$ cat src/iogb_map.vh
// Constants for the I/O output register gearbox block
`ifndef IOGB_MAP_VH
`define IOGB_MAP_VH

// Register byte offsets
`define IOGB_REG_CTRL 4'h0
`define IOGB_REG_STATUS 4'h4
`define IOGB_REG_CONFIG 4'h8

// Control register fields
`define IOGB_CTRL_RUN_BIT 0
`define IOGB_CTRL_OE_BIT 1
`define IOGB_CTRL_RESET 2'h0
`define IOGB_CTRL_W 2

// Status register fields
`define IOGB_STAT_LEVEL_LSB 0
`define IOGB_STAT_LEVEL_W 4
`define IOGB_STAT_SEL_LSB 4
`define IOGB_STAT_EMPTY_BIT 6
`define IOGB_STAT_FULL_BIT 7

// Config register fields
`define IOGB_CFG_MODE_LSB 0
`define IOGB_CFG_LATCH_LSB 4

// Output modes, two bits per path
`define IOGB_MODE_SDR 2'h0
`define IOGB_MODE_DDR 2'h1
`define IOGB_MODE_GEAR 2'h2

// Edge of the die where a path sits
`define IOGB_EDGE_SIDE 2'h0
`define IOGB_EDGE_TOP 2'h1
`define IOGB_EDGE_BOTTOM 2'h2

// Per path FIFO word: drive flag and four streams
`define IOGB_PATHS 2
`define IOGB_SLICE_W 5
`define IOGB_BIT_DRIVE 4
`define IOGB_BIT_POS_A 3
`define IOGB_BIT_NEG_A 2
`define IOGB_BIT_POS_B 1
`define IOGB_BIT_NEG_B 0

// FIFO sizing
`define IOGB_FIFO_DEPTH 8
`define IOGB_FIFO_AW 3

`endif

$ cat src/iogb_top.v
// I/O cell pair output register path with SDR, DDR and gearbox modes
//
// Contract
// - Cell pair holds two independent buffered paths; here both share one FIFO word and one slot select, so they move in step
// - Path drives data, tristate; returns buffer input
// - SDR: positive phase A feeds one element
// - SDR element is flip-flop or latch
// - DDR: capture two inputs on rising edge
// - DDR: one value held second half-period
// - Clock-driven mux alternates 11 and 01
// - Gearbox: register four streams on rising edge
// - Gearbox: two streams also held stable
// - Gearbox mux steered by two edge clocks
// - Edge clocks come from strobe write logic
// - Side edges: SDR, DDR and gearbox
// - Top edge: as sides, no gearbox
// - Bottom edge: SDR registers only
`timescale 1ns/1ns
`include "iogb_map.vh"

// Word buffer between the core stream and the path registers
module iogb_fifo #(
  parameter W = 10,
  parameter DEPTH = `IOGB_FIFO_DEPTH,
  parameter AW = `IOGB_FIFO_AW
) (
  input wire clk_in, // System clock
  input wire rst_n_in, // Async reset, active low
  input wire in_valid_in, // Write side valid
  output wire in_ready_out, // Write side ready
  input wire [W-1:0] in_data_in, // Write data
  output wire out_valid_out, // Read side valid
  input wire out_ready_in, // Read side ready
  output wire [W-1:0] out_data_out, // Head word
  output wire [AW:0] level_out // Words held
);
  reg [W-1:0] mem [0:DEPTH-1];
  reg [AW-1:0] wr_ptr_q;
  reg [AW-1:0] rd_ptr_q;
  reg [AW:0] count_q;
  reg [AW-1:0] wr_ptr_d;
  reg [AW-1:0] rd_ptr_d;
  reg [AW:0] count_d;
  wire push;
  wire pop;

  // Explicit wrap point, so a depth short of the pointer range works too
  localparam [AW:0] FULL_CNT = DEPTH[AW:0];
  localparam [AW-1:0] LAST_PTR = DEPTH[AW-1:0] - {{(AW-1){1'b0}}, 1'b1};

  assign in_ready_out = (count_q != FULL_CNT);
  assign out_valid_out = (count_q != {(AW+1){1'b0}});
  assign push = in_valid_in & in_ready_out;
  assign pop = out_valid_out & out_ready_in;
  assign out_data_out = mem[rd_ptr_q];
  assign level_out = count_q;

  // Storage has no reset; only words below the count are ever read
  always @(posedge clk_in) begin
    if (push) begin
      mem[wr_ptr_q] <= in_data_in;
    end
  end

  always @* begin
    wr_ptr_d = wr_ptr_q;
    rd_ptr_d = rd_ptr_q;
    count_d = count_q;
    if (push) begin
      wr_ptr_d = (wr_ptr_q == LAST_PTR) ? {AW{1'b0}} : wr_ptr_q + 1'b1;
    end
    if (pop) begin
      rd_ptr_d = (rd_ptr_q == LAST_PTR) ? {AW{1'b0}} : rd_ptr_q + 1'b1;
    end
    // Push and pop together leave the level unchanged
    if (push & ~pop) begin
      count_d = count_q + 1'b1;
    end else if (pop & ~push) begin
      count_d = count_q - 1'b1;
    end
  end

  always @(posedge clk_in or negedge rst_n_in) begin
    if (!rst_n_in) begin
      wr_ptr_q <= {AW{1'b0}};
      rd_ptr_q <= {AW{1'b0}};
      count_q <= {(AW+1){1'b0}};
    end else begin
      wr_ptr_q <= wr_ptr_d;
      rd_ptr_q <= rd_ptr_d;
      count_q <= count_d;
    end
  end
endmodule

// Two output paths sharing one FIFO, one slot select and a register port
module iogb_top #(
  parameter [3:0] PATH_MODES = {`IOGB_MODE_GEAR, `IOGB_MODE_DDR},
  parameter [3:0] PATH_EDGES = {`IOGB_EDGE_SIDE, `IOGB_EDGE_SIDE},
  parameter [1:0] SDR_LATCH = 2'h0
) (
  input wire core_clk_in, // System clock, 50 MHz
  input wire rst_n_in, // Async reset, active low
  input wire [3:0] reg_addr_in, // Register byte address
  input wire [31:0] reg_wdata_in, // Register write data
  input wire reg_wr_in, // Register write strobe
  input wire reg_rd_in, // Register read strobe
  output reg [31:0] reg_rdata_out, // Read data, cycle after strobe
  input wire core_valid_in, // Core word valid
  output wire core_ready_out, // Core word accepted
  input wire [7:0] core_data_in, // Four streams per path
  input wire [1:0] core_drive_in, // Per path drive request
  input wire edge_strobe_clk_0_in, // Edge clock 0 from strobe logic
  input wire edge_strobe_clk_1_in, // Edge clock 1 from strobe logic
  output wire [1:0] pad_data_out, // Data to output buffers
  output wire [1:0] tristate_ctl_n_out, // Buffer enable, low drives
  input wire [1:0] pad_in, // Value from input buffers
  output wire [1:0] pad_rx_out // Synchronised buffer value
);
  localparam FW = `IOGB_PATHS * `IOGB_SLICE_W;
  localparam AW = `IOGB_FIFO_AW;

  reg [1:0] ctrl_q;
  reg [1:0] esc_meta_q;
  reg [1:0] esc_sync_q;
  reg [1:0] rx_meta_q;
  reg [1:0] rx_sync_q;
  wire [FW-1:0] fifo_in;
  wire [FW-1:0] head;
  wire head_valid;
  wire pop;
  wire [AW:0] level;
  wire [1:0] sel;
  wire [3:0] eff_modes;
  reg [31:0] rdata_d;
  wire ctrl_wr;

  // Drain only while running; stopping lets the FIFO fill and stall the core
  assign pop = head_valid & ctrl_q[`IOGB_CTRL_RUN_BIT];

  // Only CTRL takes writes; writes elsewhere fall away silently
  assign ctrl_wr = reg_wr_in & (reg_addr_in == `IOGB_REG_CTRL);

  // One FIFO word carries both paths, so the two stay in step

  iogb_fifo #(
    .W(FW),
    .DEPTH(`IOGB_FIFO_DEPTH),
    .AW(AW)
  ) u_fifo (
    .clk_in(core_clk_in),
    .rst_n_in(rst_n_in),
    .in_valid_in(core_valid_in),
    .in_ready_out(core_ready_out),
    .in_data_in(fifo_in),
    .out_valid_out(head_valid),
    .out_ready_in(ctrl_q[`IOGB_CTRL_RUN_BIT]),
    .out_data_out(head),
    .level_out(level)
  );

  // Edge clocks arrive from outside, synchronised first
  always @(posedge core_clk_in or negedge rst_n_in) begin
    if (!rst_n_in) begin
      esc_meta_q <= 2'h0;
      esc_sync_q <= 2'h0;
    end else begin
      esc_meta_q <= {edge_strobe_clk_1_in, edge_strobe_clk_0_in};
      esc_sync_q <= esc_meta_q;
    end
  end
  // Bits cross apart: move one pin at a time or a stray slot may show
  assign sel = esc_sync_q;

  // Buffer input returned to the core
  always @(posedge core_clk_in or negedge rst_n_in) begin
    if (!rst_n_in) begin
      rx_meta_q <= 2'h0;
      rx_sync_q <= 2'h0;
    end else begin
      rx_meta_q <= pad_in;
      rx_sync_q <= rx_meta_q;
    end
  end
  assign pad_rx_out = rx_sync_q;

  genvar i;
  generate
    for (i = 0; i < `IOGB_PATHS; i = i + 1) begin : g_io_path
      localparam [1:0] REQ = PATH_MODES[2*i+1:2*i];
      localparam [1:0] EDGE = PATH_EDGES[2*i+1:2*i];
      // Side edges keep any requested mode
      // Top edge falls back from gearbox to DDR
      // Bottom edge is forced to SDR
      localparam [1:0] MODE = (EDGE == `IOGB_EDGE_BOTTOM) ?
        `IOGB_MODE_SDR :
        ((EDGE == `IOGB_EDGE_TOP) && (REQ == `IOGB_MODE_GEAR)) ?
        `IOGB_MODE_DDR : REQ;
      localparam B = i * `IOGB_SLICE_W;
      wire [4:0] word;
      reg pa_q;
      reg na_q;
      reg pb_q;
      reg nb_q;
      reg drv_q;
      reg na_hold_q;
      reg nb_hold_q;
      reg gear_q;
      reg gear_d;
      reg pad_sel;
      reg sdr_lat_q;
      wire pa_d;
      wire sdr_out;
      wire ddr_out;

      assign fifo_in[B+`IOGB_SLICE_W-1:B] =
        {core_drive_in[i], core_data_in[4*i+3:4*i]};
      assign word = head[B+`IOGB_SLICE_W-1:B];
      assign eff_modes[2*i+1:2*i] = MODE;
      assign pa_d = pop ? word[`IOGB_BIT_POS_A] : pa_q;

      // Rising edge capture of the streams
      always @(posedge core_clk_in or negedge rst_n_in) begin
        if (!rst_n_in) begin
          pa_q <= 1'b0;
          na_q <= 1'b0;
          pb_q <= 1'b0;
          nb_q <= 1'b0;
          drv_q <= 1'b0;
        end else begin
          pa_q <= pa_d;
          if (pop) begin
            na_q <= word[`IOGB_BIT_NEG_A];
            pb_q <= word[`IOGB_BIT_POS_B];
            nb_q <= word[`IOGB_BIT_NEG_B];
            drv_q <= word[`IOGB_BIT_DRIVE];
          end
        end
      end

      // Negative phase held for the low half
      always @(negedge core_clk_in or negedge rst_n_in) begin
        if (!rst_n_in) begin
          na_hold_q <= 1'b0;
          nb_hold_q <= 1'b0;
        end else begin
          na_hold_q <= na_q;
          nb_hold_q <= nb_q;
        end
      end

      // Not reset: it follows pa_d, which reset holds at zero
      // Transparent while clock high when latch chosen
      always @(core_clk_in or pa_d) begin
        if (core_clk_in) begin
          sdr_lat_q <= pa_d;
        end
      end

      // Positive phase A alone drives the pad
      assign sdr_out = SDR_LATCH[i] ? sdr_lat_q : pa_q;

      // Combinational by nature: the pad toggles with the clock itself
      // Clock high selects 11, low selects 01
      assign ddr_out = core_clk_in ? pa_q : na_hold_q;

      // Edge clock pair picks the slot
      always @* begin
        case (sel)
          2'h0: gear_d = pa_q;
          2'h1: gear_d = na_hold_q;
          2'h2: gear_d = pb_q;
          2'h3: gear_d = nb_hold_q;
          default: gear_d = 1'b0;
        endcase
      end

      always @(posedge core_clk_in or negedge rst_n_in) begin
        if (!rst_n_in) begin
          gear_q <= 1'b0;
        end else begin
          gear_q <= gear_d;
        end
      end

      // Mode fixed at elaboration per path
      always @* begin
        case (MODE)
          `IOGB_MODE_GEAR: pad_sel = gear_q;
          `IOGB_MODE_DDR: pad_sel = ddr_out;
          default: pad_sel = sdr_out;
        endcase
      end
      assign pad_data_out[i] = pad_sel;

      // Enable low while the path drives
      assign tristate_ctl_n_out[i] =
        ~(drv_q & ctrl_q[`IOGB_CTRL_OE_BIT]);
    end
  endgenerate

  always @* begin
    rdata_d = 32'h0;
    case (reg_addr_in)
      `IOGB_REG_CTRL: rdata_d[`IOGB_CTRL_W-1:0] = ctrl_q;
      `IOGB_REG_STATUS: begin
        rdata_d[`IOGB_STAT_LEVEL_LSB+AW:`IOGB_STAT_LEVEL_LSB] = level;
        rdata_d[`IOGB_STAT_SEL_LSB+1:`IOGB_STAT_SEL_LSB] = sel;
        rdata_d[`IOGB_STAT_EMPTY_BIT] = ~head_valid;
        rdata_d[`IOGB_STAT_FULL_BIT] = ~core_ready_out;
      end
      `IOGB_REG_CONFIG: begin
        rdata_d[`IOGB_CFG_MODE_LSB+3:`IOGB_CFG_MODE_LSB] = eff_modes;
        rdata_d[`IOGB_CFG_LATCH_LSB+1:`IOGB_CFG_LATCH_LSB] = SDR_LATCH;
      end
      default: rdata_d = 32'h0;
    endcase
  end

  always @(posedge core_clk_in or negedge rst_n_in) begin
    if (!rst_n_in) begin
      ctrl_q <= `IOGB_CTRL_RESET;
    end else if (ctrl_wr) begin
      ctrl_q <= reg_wdata_in[`IOGB_CTRL_W-1:0];
    end
  end

  // Unmapped reads return zero; the port idles at zero between replies
  always @(posedge core_clk_in or negedge rst_n_in) begin
    if (!rst_n_in) begin
      reg_rdata_out <= 32'h0;
    end else if (reg_rd_in) begin
      reg_rdata_out <= rdata_d;
    end else begin
      reg_rdata_out <= 32'h0;
    end
  end
endmodule

$ cat config.mk
export PLATFORM = sky130hd
export DESIGN_NAME = iogb_top
export DESIGN_NICKNAME = d
export VERILOG_FILES = /design/src/iogb_top.v
export VERILOG_INCLUDE_DIRS = /design/src
export SDC_FILE = /design/constraint.sdc
export NUM_CORES = 1
export LEC_CHECK = 0
export ABC_AREA = 0
export BUFFER_PORTS_ARGS = -buffer_cell sky130_fd_sc_hd__buf_2
export CORE_ASPECT_RATIO = 0.6
export CORE_UTILIZATION = 58
export CTS_CLUSTER_SIZE = 40
export DETAILED_ROUTE_END_ITERATION = 12
export GPL_TIMING_DRIVEN = 0
export PLACE_DENSITY = 0.84
export SYNTH_ARGS = -nofsm -noshare
export SYNTH_HDL_FRONTEND = slang
export SYNTH_SLANG_ARGS = --single-unit
$ cat constraint.sdc
create_clock -name core_clk_in -period 7.6 [get_ports core_clk_in]
set_input_delay 0.38 -clock core_clk_in [delete_from_list [all_inputs] [get_ports core_clk_in]]
set_output_delay 0.38 -clock core_clk_in [all_outputs]
set_load 0.01 [all_outputs]
## After elaboration in Yosys (flattened, before gate mapping)

Memory sizes are Yosys's and may differ from the RTL's. A register that Yosys moved wholly into a read port is not among the register bits.
Index checks and enable logic that the tools add are counted.

| operators by class | value |
|---|---|
| add/sub/neg operators | 4 |
| eq/ne operators | 8 |
| muxes and demuxes | 12 |
| bitwise operators | 13 |
| reduce and logical (&&, ||, !) cells | 5 |

Operator list:

| kind | number |
|---|---|
| $mux W4 | 2 |
| $mux W8 | 1 |
| $pmux W4 S2 | 1 |
| $and A1 B1 Y1 | 7 |
| $add A3 B1 Y3 const B | 2 |
| $eq A3 B3 Y1 const B | 2 |
| $mux W3 | 2 |
| $not A1 Y1 | 6 |
| $pmux W2 S3 | 1 |
| $add A4 B1 Y4 const B | 1 |
| $eq A2 B2 Y1 const B | 2 |
| $eq A4 B3 Y1 const B | 1 |
| $eq A4 B4 Y1 const B | 1 |
| $logic_not A4 Y1 | 1 |
| $ne A4 B4 Y1 const B | 1 |
| $pmux W1 S4 | 1 |
| $reduce_bool A4 Y1 | 1 |
| $sub A4 B1 Y4 const B | 1 |
| $mux W1 | 3 |
| $eq A2 B1 Y1 const B | 1 |
| $logic_not A2 Y1 | 1 |
| $mux W2 | 1 |
| $reduce_bool A2 Y1 | 1 |
| $logic_not A1 Y1 | 1 |

| storage, ports and cells | value |
|---|---|
| bits in registers | 32 |
| memory bits (writable) | 80 |
| input port bits | 55 |
| output and inout port bits | 39 |
| word-level logic and storage cells | 56 |
| memories | 1 |

Memories:

| name | depth | width | rd ports | clocked after memory_dff | wr ports | RTL line | RTL |
|---|---|---|---|---|---|---|---|
| u_fifo.mem | 8 | 10 | 1 | 1 | 1 | iogb_top.v:37 | `reg [W-1:0] mem [0:DEPTH-1];` |

## Longest topological paths before layout

Gate-level depths: netlist (run 1).

| depth | value |
|---|---|
| word-level depth | 6 |
| gate-level depth with buffers | 10 |
| mapped depth without buffers | 10 |

## By module

From an unflattened synthesis (run 1), not the netlist that was laid out.

| unflattened totals | value |
|---|---|
| cells, all modules | 272 |
| area total of the unflattened synthesis | 4977.3 um^2 |

Modules (own cells, without submodules):

| module | instances | cells each | area each (um^2) | sequential area each (um^2) |
|---|---|---|---|---|
| iogb_fifo | 1 | 181 | 3746.1 | 2652.5 |
| iogb_top | 1 | 91 | 1231.2 | 750.7 |

==> report_table.html, run 1 <==
<table>
<tr><th>Metric</th><th>Value</th></tr>
<tr><th colspan="2">Synthesis</th></tr>
<tr><td>Cell taking the most area after synthesis</td><td>edfxtp_1</td></tr>
<tr><td>Post-synthesis mux area share</td><td>0.105</td></tr>
<tr><td>Share of synthesized flip-flops with an asynchronous set or reset</td><td>0.385</td></tr>
<tr><td>Synthesized-area fraction occupied by and/or/nand/nor cells</td><td>0.0704</td></tr>
<tr><td>Cells after synthesis</td><td>289</td></tr>
<tr><td>Combinational family with the most area after synthesis</td><td>multiplexers</td></tr>
<tr><td>Largest cells by area after synthesis</td><td>edfxtp_1, dfrtp_1, mux2_2</td></tr>
<tr><td>Count of state elements after synthesis</td><td>104</td></tr>
<tr><td>Number of synthesized flops with an enable pin</td><td>64</td></tr>
<tr><td>Dominant register cell in the synthesized netlist</td><td>edfxtp_1</td></tr>
<tr><td>Yosys synthesis warning count</td><td>0</td></tr>
<tr><td>Synth top area share</td><td>0.445</td></tr>
<tr><td>Top-count cell post-synth</td><td>edfxtp_1</td></tr>
<tr><td>Sequential share of the synthesized area</td><td>0.677</td></tr>
<tr><td>Adder-cell share of the synthesized area</td><td>0.0249</td></tr>
<tr><td>XOR/XNOR Fraction of Synth Area</td><td>0.00406</td></tr>
<tr><td>Post-synthesis average cell area</td><td>14.9 sq um</td></tr>
<tr><td>Complex-gate fraction of the synthesized area</td><td>0.0565</td></tr>
<tr><td>Mapped cell area</td><td>4320 sq um</td></tr>
<tr><td>Commonest cells in the netlist</td><td>edfxtp_1, dfrtp_1, buf_4</td></tr>
<tr><td>Netlist cell types</td><td>39</td></tr>
<tr><th colspan="2">Min path</th></tr>
<tr><td>Hold_sp</td><td>edge_strobe_clk_1_in</td></tr>
<tr><td>Worst Hold Endpoint</td><td>esc_meta_q[1]</td></tr>
<tr><td>Path category of the worst min-delay check</td><td>input port to register</td></tr>
<tr><td>Min-Delay Path Depth</td><td>1</td></tr>
<tr><th colspan="2">Finish</th></tr>
<tr><td>Layout Nets</td><td>427</td></tr>
<tr><td>Number of antenna repair diodes</td><td>0</td></tr>
<tr><td>Fraction of layout cells with a size suffix above 1</td><td>0.309</td></tr>
<tr><td>Final cell utilization of the core</td><td>0.739</td></tr>
<tr><td>Post-synthesis to final-layout area growth</td><td>18.7%</td></tr>
<tr><th colspan="2">Route</th></tr>
<tr><td>Routed vias</td><td>2502</td></tr>
<tr><td>Routed wire length per instance</td><td>17.4 um</td></tr>
<tr><td>Number of DRC markers after the initial detailed-route iteration</td><td>183</td></tr>
<tr><td>Vias/cell</td><td>5.33</td></tr>
<tr><td>WL final</td><td>8160 um</td></tr>
<tr><td>Number of design rule violations left after detail routing</td><td>0</td></tr>
<tr><td>Router iterations before antenna repair</td><td>4</td></tr>
<tr><td>Routed Antenna Nets</td><td>0</td></tr>
<tr><th colspan="2">CTS</th></tr>
<tr><td>Post_cts resized</td><td>0</td></tr>
<tr><td>Number of buffers added to fix hold violations after cts</td><td>0</td></tr>
<tr><td>Number of setup buffers added after CTS</td><td>0</td></tr>
<tr><td>Source-to-sink clock delay at the later pin of the worst-skew pair</td><td>480 ps</td></tr>
<tr><td>Clock Pin Slew Worst Setup and Hold Paths</td><td>60 ps</td></tr>
<tr><td>CTS tree</td><td>done</td></tr>
<tr><th colspan="2">Placement</th></tr>
<tr><td>Detailed-placement wirelength estimate</td><td>5530 um</td></tr>
<tr><td>RePlAce Congestion</td><td>0.828</td></tr>
<tr><td>Port buffer count</td><td>37</td></tr>
<tr><th colspan="2">Floorplanning</th></tr>
<tr><td>Floorplan die height</td><td>68.8 um</td></tr>
<tr><td>I/O Pins</td><td>94</td></tr>
<tr><td>Floorplan core area</td><td>6940 sq um</td></tr>
<tr><td>Starting density of the core</td><td>0.623</td></tr>
<tr><td>Row cnt</td><td>23</td></tr>
<tr><td>Chip Width</td><td>113 um</td></tr>
<tr><td>Die Area</td><td>7810 sq um</td></tr>
<tr><th colspan="2">Critical path</th></tr>
<tr><td>Largest fanout on the critical path</td><td>1</td></tr>
<tr><td>Critical setup path kind</td><td>register to primary output</td></tr>
<tr><td>Flop2flop setup slack</td><td>2870 ps</td></tr>
<tr><td>Required arrival time at the worst endpoint</td><td>7220 ps</td></tr>
<tr><td>Critical register-to-register path endpoint</td><td>g_io_path[1].gear_q</td></tr>
<tr><td>FF-to-FF Start</td><td>g_io_path[1].na_hold_q</td></tr>
<tr><td>Signal arrival time at the worst endpoint</td><td>5110 ps</td></tr>
<tr><td>Startpoint types</td><td>register</td></tr>
<tr><td>Number of cell instances on the worst register-to-register path</td><td>1</td></tr>
<tr><td>Critical path endpoint category</td><td>primary output</td></tr>
<tr><th colspan="2">Global route</th></tr>
<tr><td>First-pass GRT wire length</td><td>12800 um</td></tr>
<tr><td>Vias in the first global route</td><td>2534</td></tr>
<tr><td>Pin count of the biggest net entering global routing</td><td>41</td></tr>
<tr><td>Number of antenna violations at the first check in global routing</td><td>0</td></tr>
<tr><td>Total global routing track utilization</td><td>0.240</td></tr>
<tr><td>Overflow left after global routing</td><td>0</td></tr>
<tr><th colspan="2">Pwr</th></tr>
<tr><td>Power density relative to cell area</td><td>371 nW/um^2</td></tr>
<tr><td>Worst IR drop on VDD</td><td>247 uV</td></tr>
<tr><td>Lkg Pwr</td><td>0.00215 uW</td></tr>
<tr><th colspan="2">Timing</th></tr>
<tr><td>Count of final max-slew check failures</td><td>0</td></tr>
<tr><td>Final setup violation count</td><td>0</td></tr>
<tr><td>Setup repair after global routing missed its margin</td><td>false</td></tr>
<tr><td>Worst Tran Pin Value</td><td>1310 ps</td></tr>
<tr><td>Relative slew margins</td><td>0.117</td></tr>
<tr><td>Setup TNS</td><td>0 ps</td></tr>
<tr><td>Setup skew after layout</td><td>22.4 ps</td></tr>
<tr><td>Number of hold violations in the final report</td><td>0</td></tr>
<tr><th colspan="2">Job</th></tr>
<tr><td>Max-Cap Viols</td><td>0</td></tr>
<tr><th colspan="2">Run status</th></tr>
<tr><td>Result of the run</td><td>finished clean</td></tr>
</table>
## through the flow
step	total power (uW)	hold slack, ps	instances	area, sq um	setup slack [ps]
2_1_floorplan	1190	84.4	312	4400	2740
3_3_place_gp	1300	332	449	4710	2630
3_5_place_dp	1340	336	450	4730	2610
4_1_cts	1910	13.6	469	5120	2090
5_1_grt	2000	11.7	469	5120	2060
6_report	1900	21.4	469	5120	2110
## per-layer routing
layer	part of all wire	wire length, um	global-route usage	vias to the layer above
met5	0	0	0	-
met4	0.011	86	0.112	0
met3	0.091	745	0.0892	11
met2	0.48	3900	0.380	97
met1	0.42	3420	0.302	1228
li1	-	-	-	1166
## layout make-up
cell class	instances	area, sq um
tap	100	125
inverter	2	10.0
sequential	104	2920
clock buffer	17	352
clock inverter	3	45.0
fill	437	1810
multi-input combinational	171	1230
buffer	35	254
timing repair buffer	37	188
## kinds of logic (layout without fill, tap and decap cells)
kind of cell | after synthesis | count (layout)
AO/OA/AOI/OAI | 36 | 36
XOR/XNOR | 2 | 2
adder cells (fa/ha/maj) | 8 | 8
buffers and inverters | 37 | 94
flip-flops | 104 | 104
multiplexers | 41 | 41
other | 1 | 24
AND/OR/NAND/NOR | 60 | 60
## power by group
group / leakage, uW / total [uW] / switching [uW] / internal [uW]
Sequential: 0.00108 / 800 / 79.9 / 720
Combinational: 0.000865 / 527 / 286 / 241
Clock: 0.000207 / 577 / 209 / 367
Total: 0.00215 / 1900 / 575 / 1330
## critical path, stage by stage, from the launching register on
cell and delay (ps):
dfrtn_1 320, mux2_2 260, buf_4 120, buf_2 130
## how the worst max path moves through the flow
stage	from	depth (start not counted)	slack (ps)	end
final	g_io_path[0].na_hold_q	3	2110	pad_data_out[0]
after global routing	g_io_path[0].na_hold_q	3	2060	pad_data_out[0]
after CTS	g_io_path[0].na_hold_q	3	2090	pad_data_out[0]
after detailed placement	g_io_path[0].na_hold_q	3	2610	pad_data_out[0]
after global placement	g_io_path[0].na_hold_q	3	2630	pad_data_out[0]
after floorplan	g_io_path[0].na_hold_q	2	2740	pad_data_out[0]
## registers in the layout, indices dropped and copies added, names as in the netlist
| register | count |
|---|---|
| g_io_path.pa_q | 2 |
| g_io_path.nb_q | 1 |
| g_io_path.gear_q | 1 |
| ctrl_q | 2 |
| g_io_path.na_q | 2 |
| esc_meta_q | 2 |
| pad_rx_out | 2 |
| g_io_path.na_hold_q | 2 |
| g_io_path.nb_hold_q | 1 |
| u_fifo.level_out | 4 |
| esc_sync_q | 2 |
| u_fifo.wr_ptr_q | 3 |
| reg_rdata_out | 8 |
| u_fifo.rd_ptr_q | 3 |
| g_io_path.pb_q | 1 |
| g_io_path.drv_q | 2 |
| u_fifo.mem | 64 |
| rx_meta_q | 2 |
## cell usage in the layout (no fill, tap or decap), types with 3 or more instances in the layout
cell type and n:
clkbuf_16 13, o21ai_1 9, nand2_1 20, a221o_1 8, ha_1 7, mux2i_1 18
buf_2 39, a21oi_1 3, and2_1 3, dfrtp_1 37, o21ai_0 3, nor3_1 9
mux2_2 20, a21o_1 3, nand2b_1 5, dfrtn_1 3, conb_1 24, nor2b_1 3
buf_4 29, o22ai_1 8, edfxtp_1 64, nor2_1 12, clkbuf_1 3
Power figures use the tool's default switching activity.
==> inputs of run 2 (changes only) <==
Settings changed: CORE_UTILIZATION 58 to 54, PLACE_DENSITY 0.84 to 0.79.
Clock period 7.6 ns to 5.55 ns, I/O delays scaled along.
==> run 2 against run 1 <==
Compared with the run above:
- combinational power up 33%
- worst hold slack better by 10 ps
- largest power group unchanged
- utilization down 5.4 points
- clock power up 27%
- largest cell class unchanged
- critical path depth unchanged
- sequential share of layout area down 0.21 points
==> report_table.html, run 2 (synthesis gave the netlist of run 1 again) <==
<table>
<tr><th>Metric</th><th>Value</th></tr>
<tr><th colspan="2">CTS</th></tr>
<tr><td>CTS tree</td><td>done</td></tr>
<tr><td>Post_cts resized</td><td>0</td></tr>
<tr><td>Source-to-sink clock delay at the later pin of the worst-skew pair</td><td>480 ps</td></tr>
<tr><td>Number of setup buffers added after CTS</td><td>0</td></tr>
<tr><td>Clock Pin Slew Worst Setup and Hold Paths</td><td>60 ps</td></tr>
<tr><td>Number of buffers added to fix hold violations after cts</td><td>5</td></tr>
<tr><th colspan="2">Global route</th></tr>
<tr><td>Total global routing track utilization</td><td>0.215</td></tr>
<tr><td>Vias in the first global route</td><td>2445</td></tr>
<tr><td>Pin count of the biggest net entering global routing</td><td>41</td></tr>
<tr><td>Overflow left after global routing</td><td>0</td></tr>
<tr><td>Number of antenna violations at the first check in global routing</td><td>0</td></tr>
<tr><td>First-pass GRT wire length</td><td>12500 um</td></tr>
<tr><th colspan="2">Finish</th></tr>
<tr><td>Top register by number of flip-flops</td><td>u_fifo.mem</td></tr>
<tr><td>Layout Nets</td><td>432</td></tr>
<tr><td>Number of antenna repair diodes</td><td>0</td></tr>
<tr><td>Flip-flop count of the largest register after layout</td><td>64</td></tr>
<tr><td>Most frequent cells in the layout</td><td>edfxtp_1, buf_2, dfrtp_1, buf_4, conb_1</td></tr>
<tr><td>Fraction of layout cells with a size suffix above 1</td><td>0.310</td></tr>
<tr><td>Post-synthesis to final-layout area growth</td><td>19.1%</td></tr>
<tr><td>Most common library cell in the layout ignoring fill and taps</td><td>edfxtp_1</td></tr>
<tr><th colspan="2">Min path</th></tr>
<tr><td>Path category of the worst min-delay check</td><td>input port to register</td></tr>
<tr><td>Hold_sp</td><td>reg_addr_in[3]</td></tr>
<tr><td>Min-Delay Path Depth</td><td>2</td></tr>
<tr><td>Worst Hold Endpoint</td><td>reg_rdata_out[1]</td></tr>
<tr><th colspan="2">Floorplanning</th></tr>
<tr><td>Chip Width</td><td>117 um</td></tr>
<tr><td>Floorplan core area</td><td>7510 sq um</td></tr>
<tr><td>I/O Pins</td><td>94</td></tr>
<tr><td>Floorplan die height</td><td>71.3 um</td></tr>
<tr><td>Die Area</td><td>8370 sq um</td></tr>
<tr><td>Row cnt</td><td>24</td></tr>
<tr><td>Starting density of the core</td><td>0.575</td></tr>
<tr><th colspan="2">Route</th></tr>
<tr><td>WL final</td><td>7870 um</td></tr>
<tr><td>Routed Antenna Nets</td><td>0</td></tr>
<tr><td>Vias/cell</td><td>5.22</td></tr>
<tr><td>Router iterations before antenna repair</td><td>4</td></tr>
<tr><td>Routed wire length per instance</td><td>16.5 um</td></tr>
<tr><td>Number of design rule violations left after detail routing</td><td>0</td></tr>
<tr><td>Number of DRC markers after the initial detailed-route iteration</td><td>190</td></tr>
<tr><td>Routed vias</td><td>2494</td></tr>
<tr><th colspan="2">Pwr</th></tr>
<tr><td>Part of the total power dissipated in the clock network</td><td>0.289</td></tr>
<tr><td>Gate power share</td><td>0.278</td></tr>
<tr><td>Tot Pwr</td><td>2530 uW</td></tr>
<tr><td>Worst IR drop on VDD</td><td>260 uV</td></tr>
<tr><td>Power density relative to cell area</td><td>491 nW/um^2</td></tr>
<tr><td>Net switching power of the design</td><td>773 uW</td></tr>
<tr><td>Fraction of power consumed by sequential logic</td><td>0.432</td></tr>
<tr><td>Internal</td><td>1750 uW</td></tr>
<tr><td>Switching power as a share of total power</td><td>0.306</td></tr>
<tr><td>Lkg Pwr</td><td>0.00216 uW</td></tr>
<tr><th colspan="2">Critical path</th></tr>
<tr><td>Startpoint types</td><td>register</td></tr>
<tr><td>Flop2flop setup slack</td><td>1810 ps</td></tr>
<tr><td>Buffering stage count on the worst path with inverters included</td><td>2</td></tr>
<tr><td>Largest fanout on the critical path</td><td>1</td></tr>
<tr><td>Critical setup path kind</td><td>register to primary output</td></tr>
<tr><td>Maximum single-stage delay on the critical path</td><td>340 ps</td></tr>
<tr><td>FF-to-FF Start</td><td>g_io_path[1].nb_hold_q</td></tr>
<tr><td>Critical path endpoint category</td><td>primary output</td></tr>
<tr><td>Gate family responsible for the most delay along the worst path</td><td>flip-flops</td></tr>
<tr><td>Start point of the critical path</td><td>g_io_path[0].na_hold_q</td></tr>
<tr><td>Required arrival time at the worst endpoint</td><td>5270 ps</td></tr>
<tr><td>Critical Path, Cell by Cell</td><td>mux2_2, buf_4, buf_2</td></tr>
<tr><td>Slowest stage cell on the critical path</td><td>dfrtn_1</td></tr>
<tr><td>Critical register-to-register path endpoint</td><td>g_io_path[1].gear_q</td></tr>
<tr><td>Signal arrival time at the worst endpoint</td><td>4110 ps</td></tr>
<tr><td>Number of cell instances on the worst register-to-register path</td><td>1</td></tr>
<tr><th colspan="2">Timing</th></tr>
<tr><td>Setup skew after layout</td><td>24.3 ps</td></tr>
<tr><td>Relative slew margins</td><td>0.113</td></tr>
<tr><td>Setup TNS</td><td>0 ps</td></tr>
<tr><td>Final setup violation count</td><td>0</td></tr>
<tr><td>Setup repair after global routing missed its margin</td><td>false</td></tr>
<tr><td>Worst Tran Pin Value</td><td>1320 ps</td></tr>
<tr><td>Number of hold violations in the final report</td><td>0</td></tr>
<tr><td>Count of final max-slew check failures</td><td>0</td></tr>
<tr><th colspan="2">Placement</th></tr>
<tr><td>Port buffer count</td><td>37</td></tr>
<tr><td>RePlAce Congestion</td><td>0.806</td></tr>
<tr><td>Detailed-placement wirelength estimate</td><td>5350 um</td></tr>
<tr><th colspan="2">Run status</th></tr>
<tr><td>Result of the run</td><td>finished clean</td></tr>
<tr><th colspan="2">Job</th></tr>
<tr><td>Max-Cap Viols</td><td>0</td></tr>
</table>
[run 2: stage by stage]
stage          instances  setup slack, ps  hold slack, ps  utilization  area, sq um
5_1_grt              478             1120            37.1        0.685         5140
4_1_cts              478             1120            16.0        0.685         5140
3_3_place_gp         453             1710             335        0.629         4720
6_report             478             1160            31.9        0.685         5140
2_1_floorplan        312             1820           -18.1            -         4400
3_5_place_dp         454             1690             337        0.631         4730
[run 2: worst max-delay path by stage]
stage	end	cells after the start
5_1_grt	pad_data_out[0]	3
3_3_place_gp	pad_data_out[0]	3
6_report	pad_data_out[0]	3
3_5_place_dp	pad_data_out[0]	3
2_1_floorplan	pad_data_out[0]	2
4_1_cts	pad_data_out[0]	3
[run 2: layout make-up]
cell class / instances / area [sq um]
tap: 104 / 130
buffer: 35 / 254
inverter: 2 / 10.0
fill: 535 / 2360
clock inverter: 4 / 26.3
sequential: 104 / 2920
clock buffer: 16 / 334
timing repair buffer: 42 / 238
multi-input combinational: 171 / 1230
[run 2: layer usage]
layer  GRT usage  vias up  share of wire
li1            -     1179              -
met1       0.271     1214           0.45
met2       0.315       82           0.45
met3      0.0979       19          0.078
met4       0.118        0          0.019
met5           0        -              0
[run 2: power groups by stage]
stage	combinational (uW)	clock, uW	sequential (uW)
final	703	731	1090
after global routing	776	775	1110
after CTS	708	748	1090
after detailed placement	699	27.9	1100
after global placement	670	27.9	1090
after floorplan	533	22.6	1070
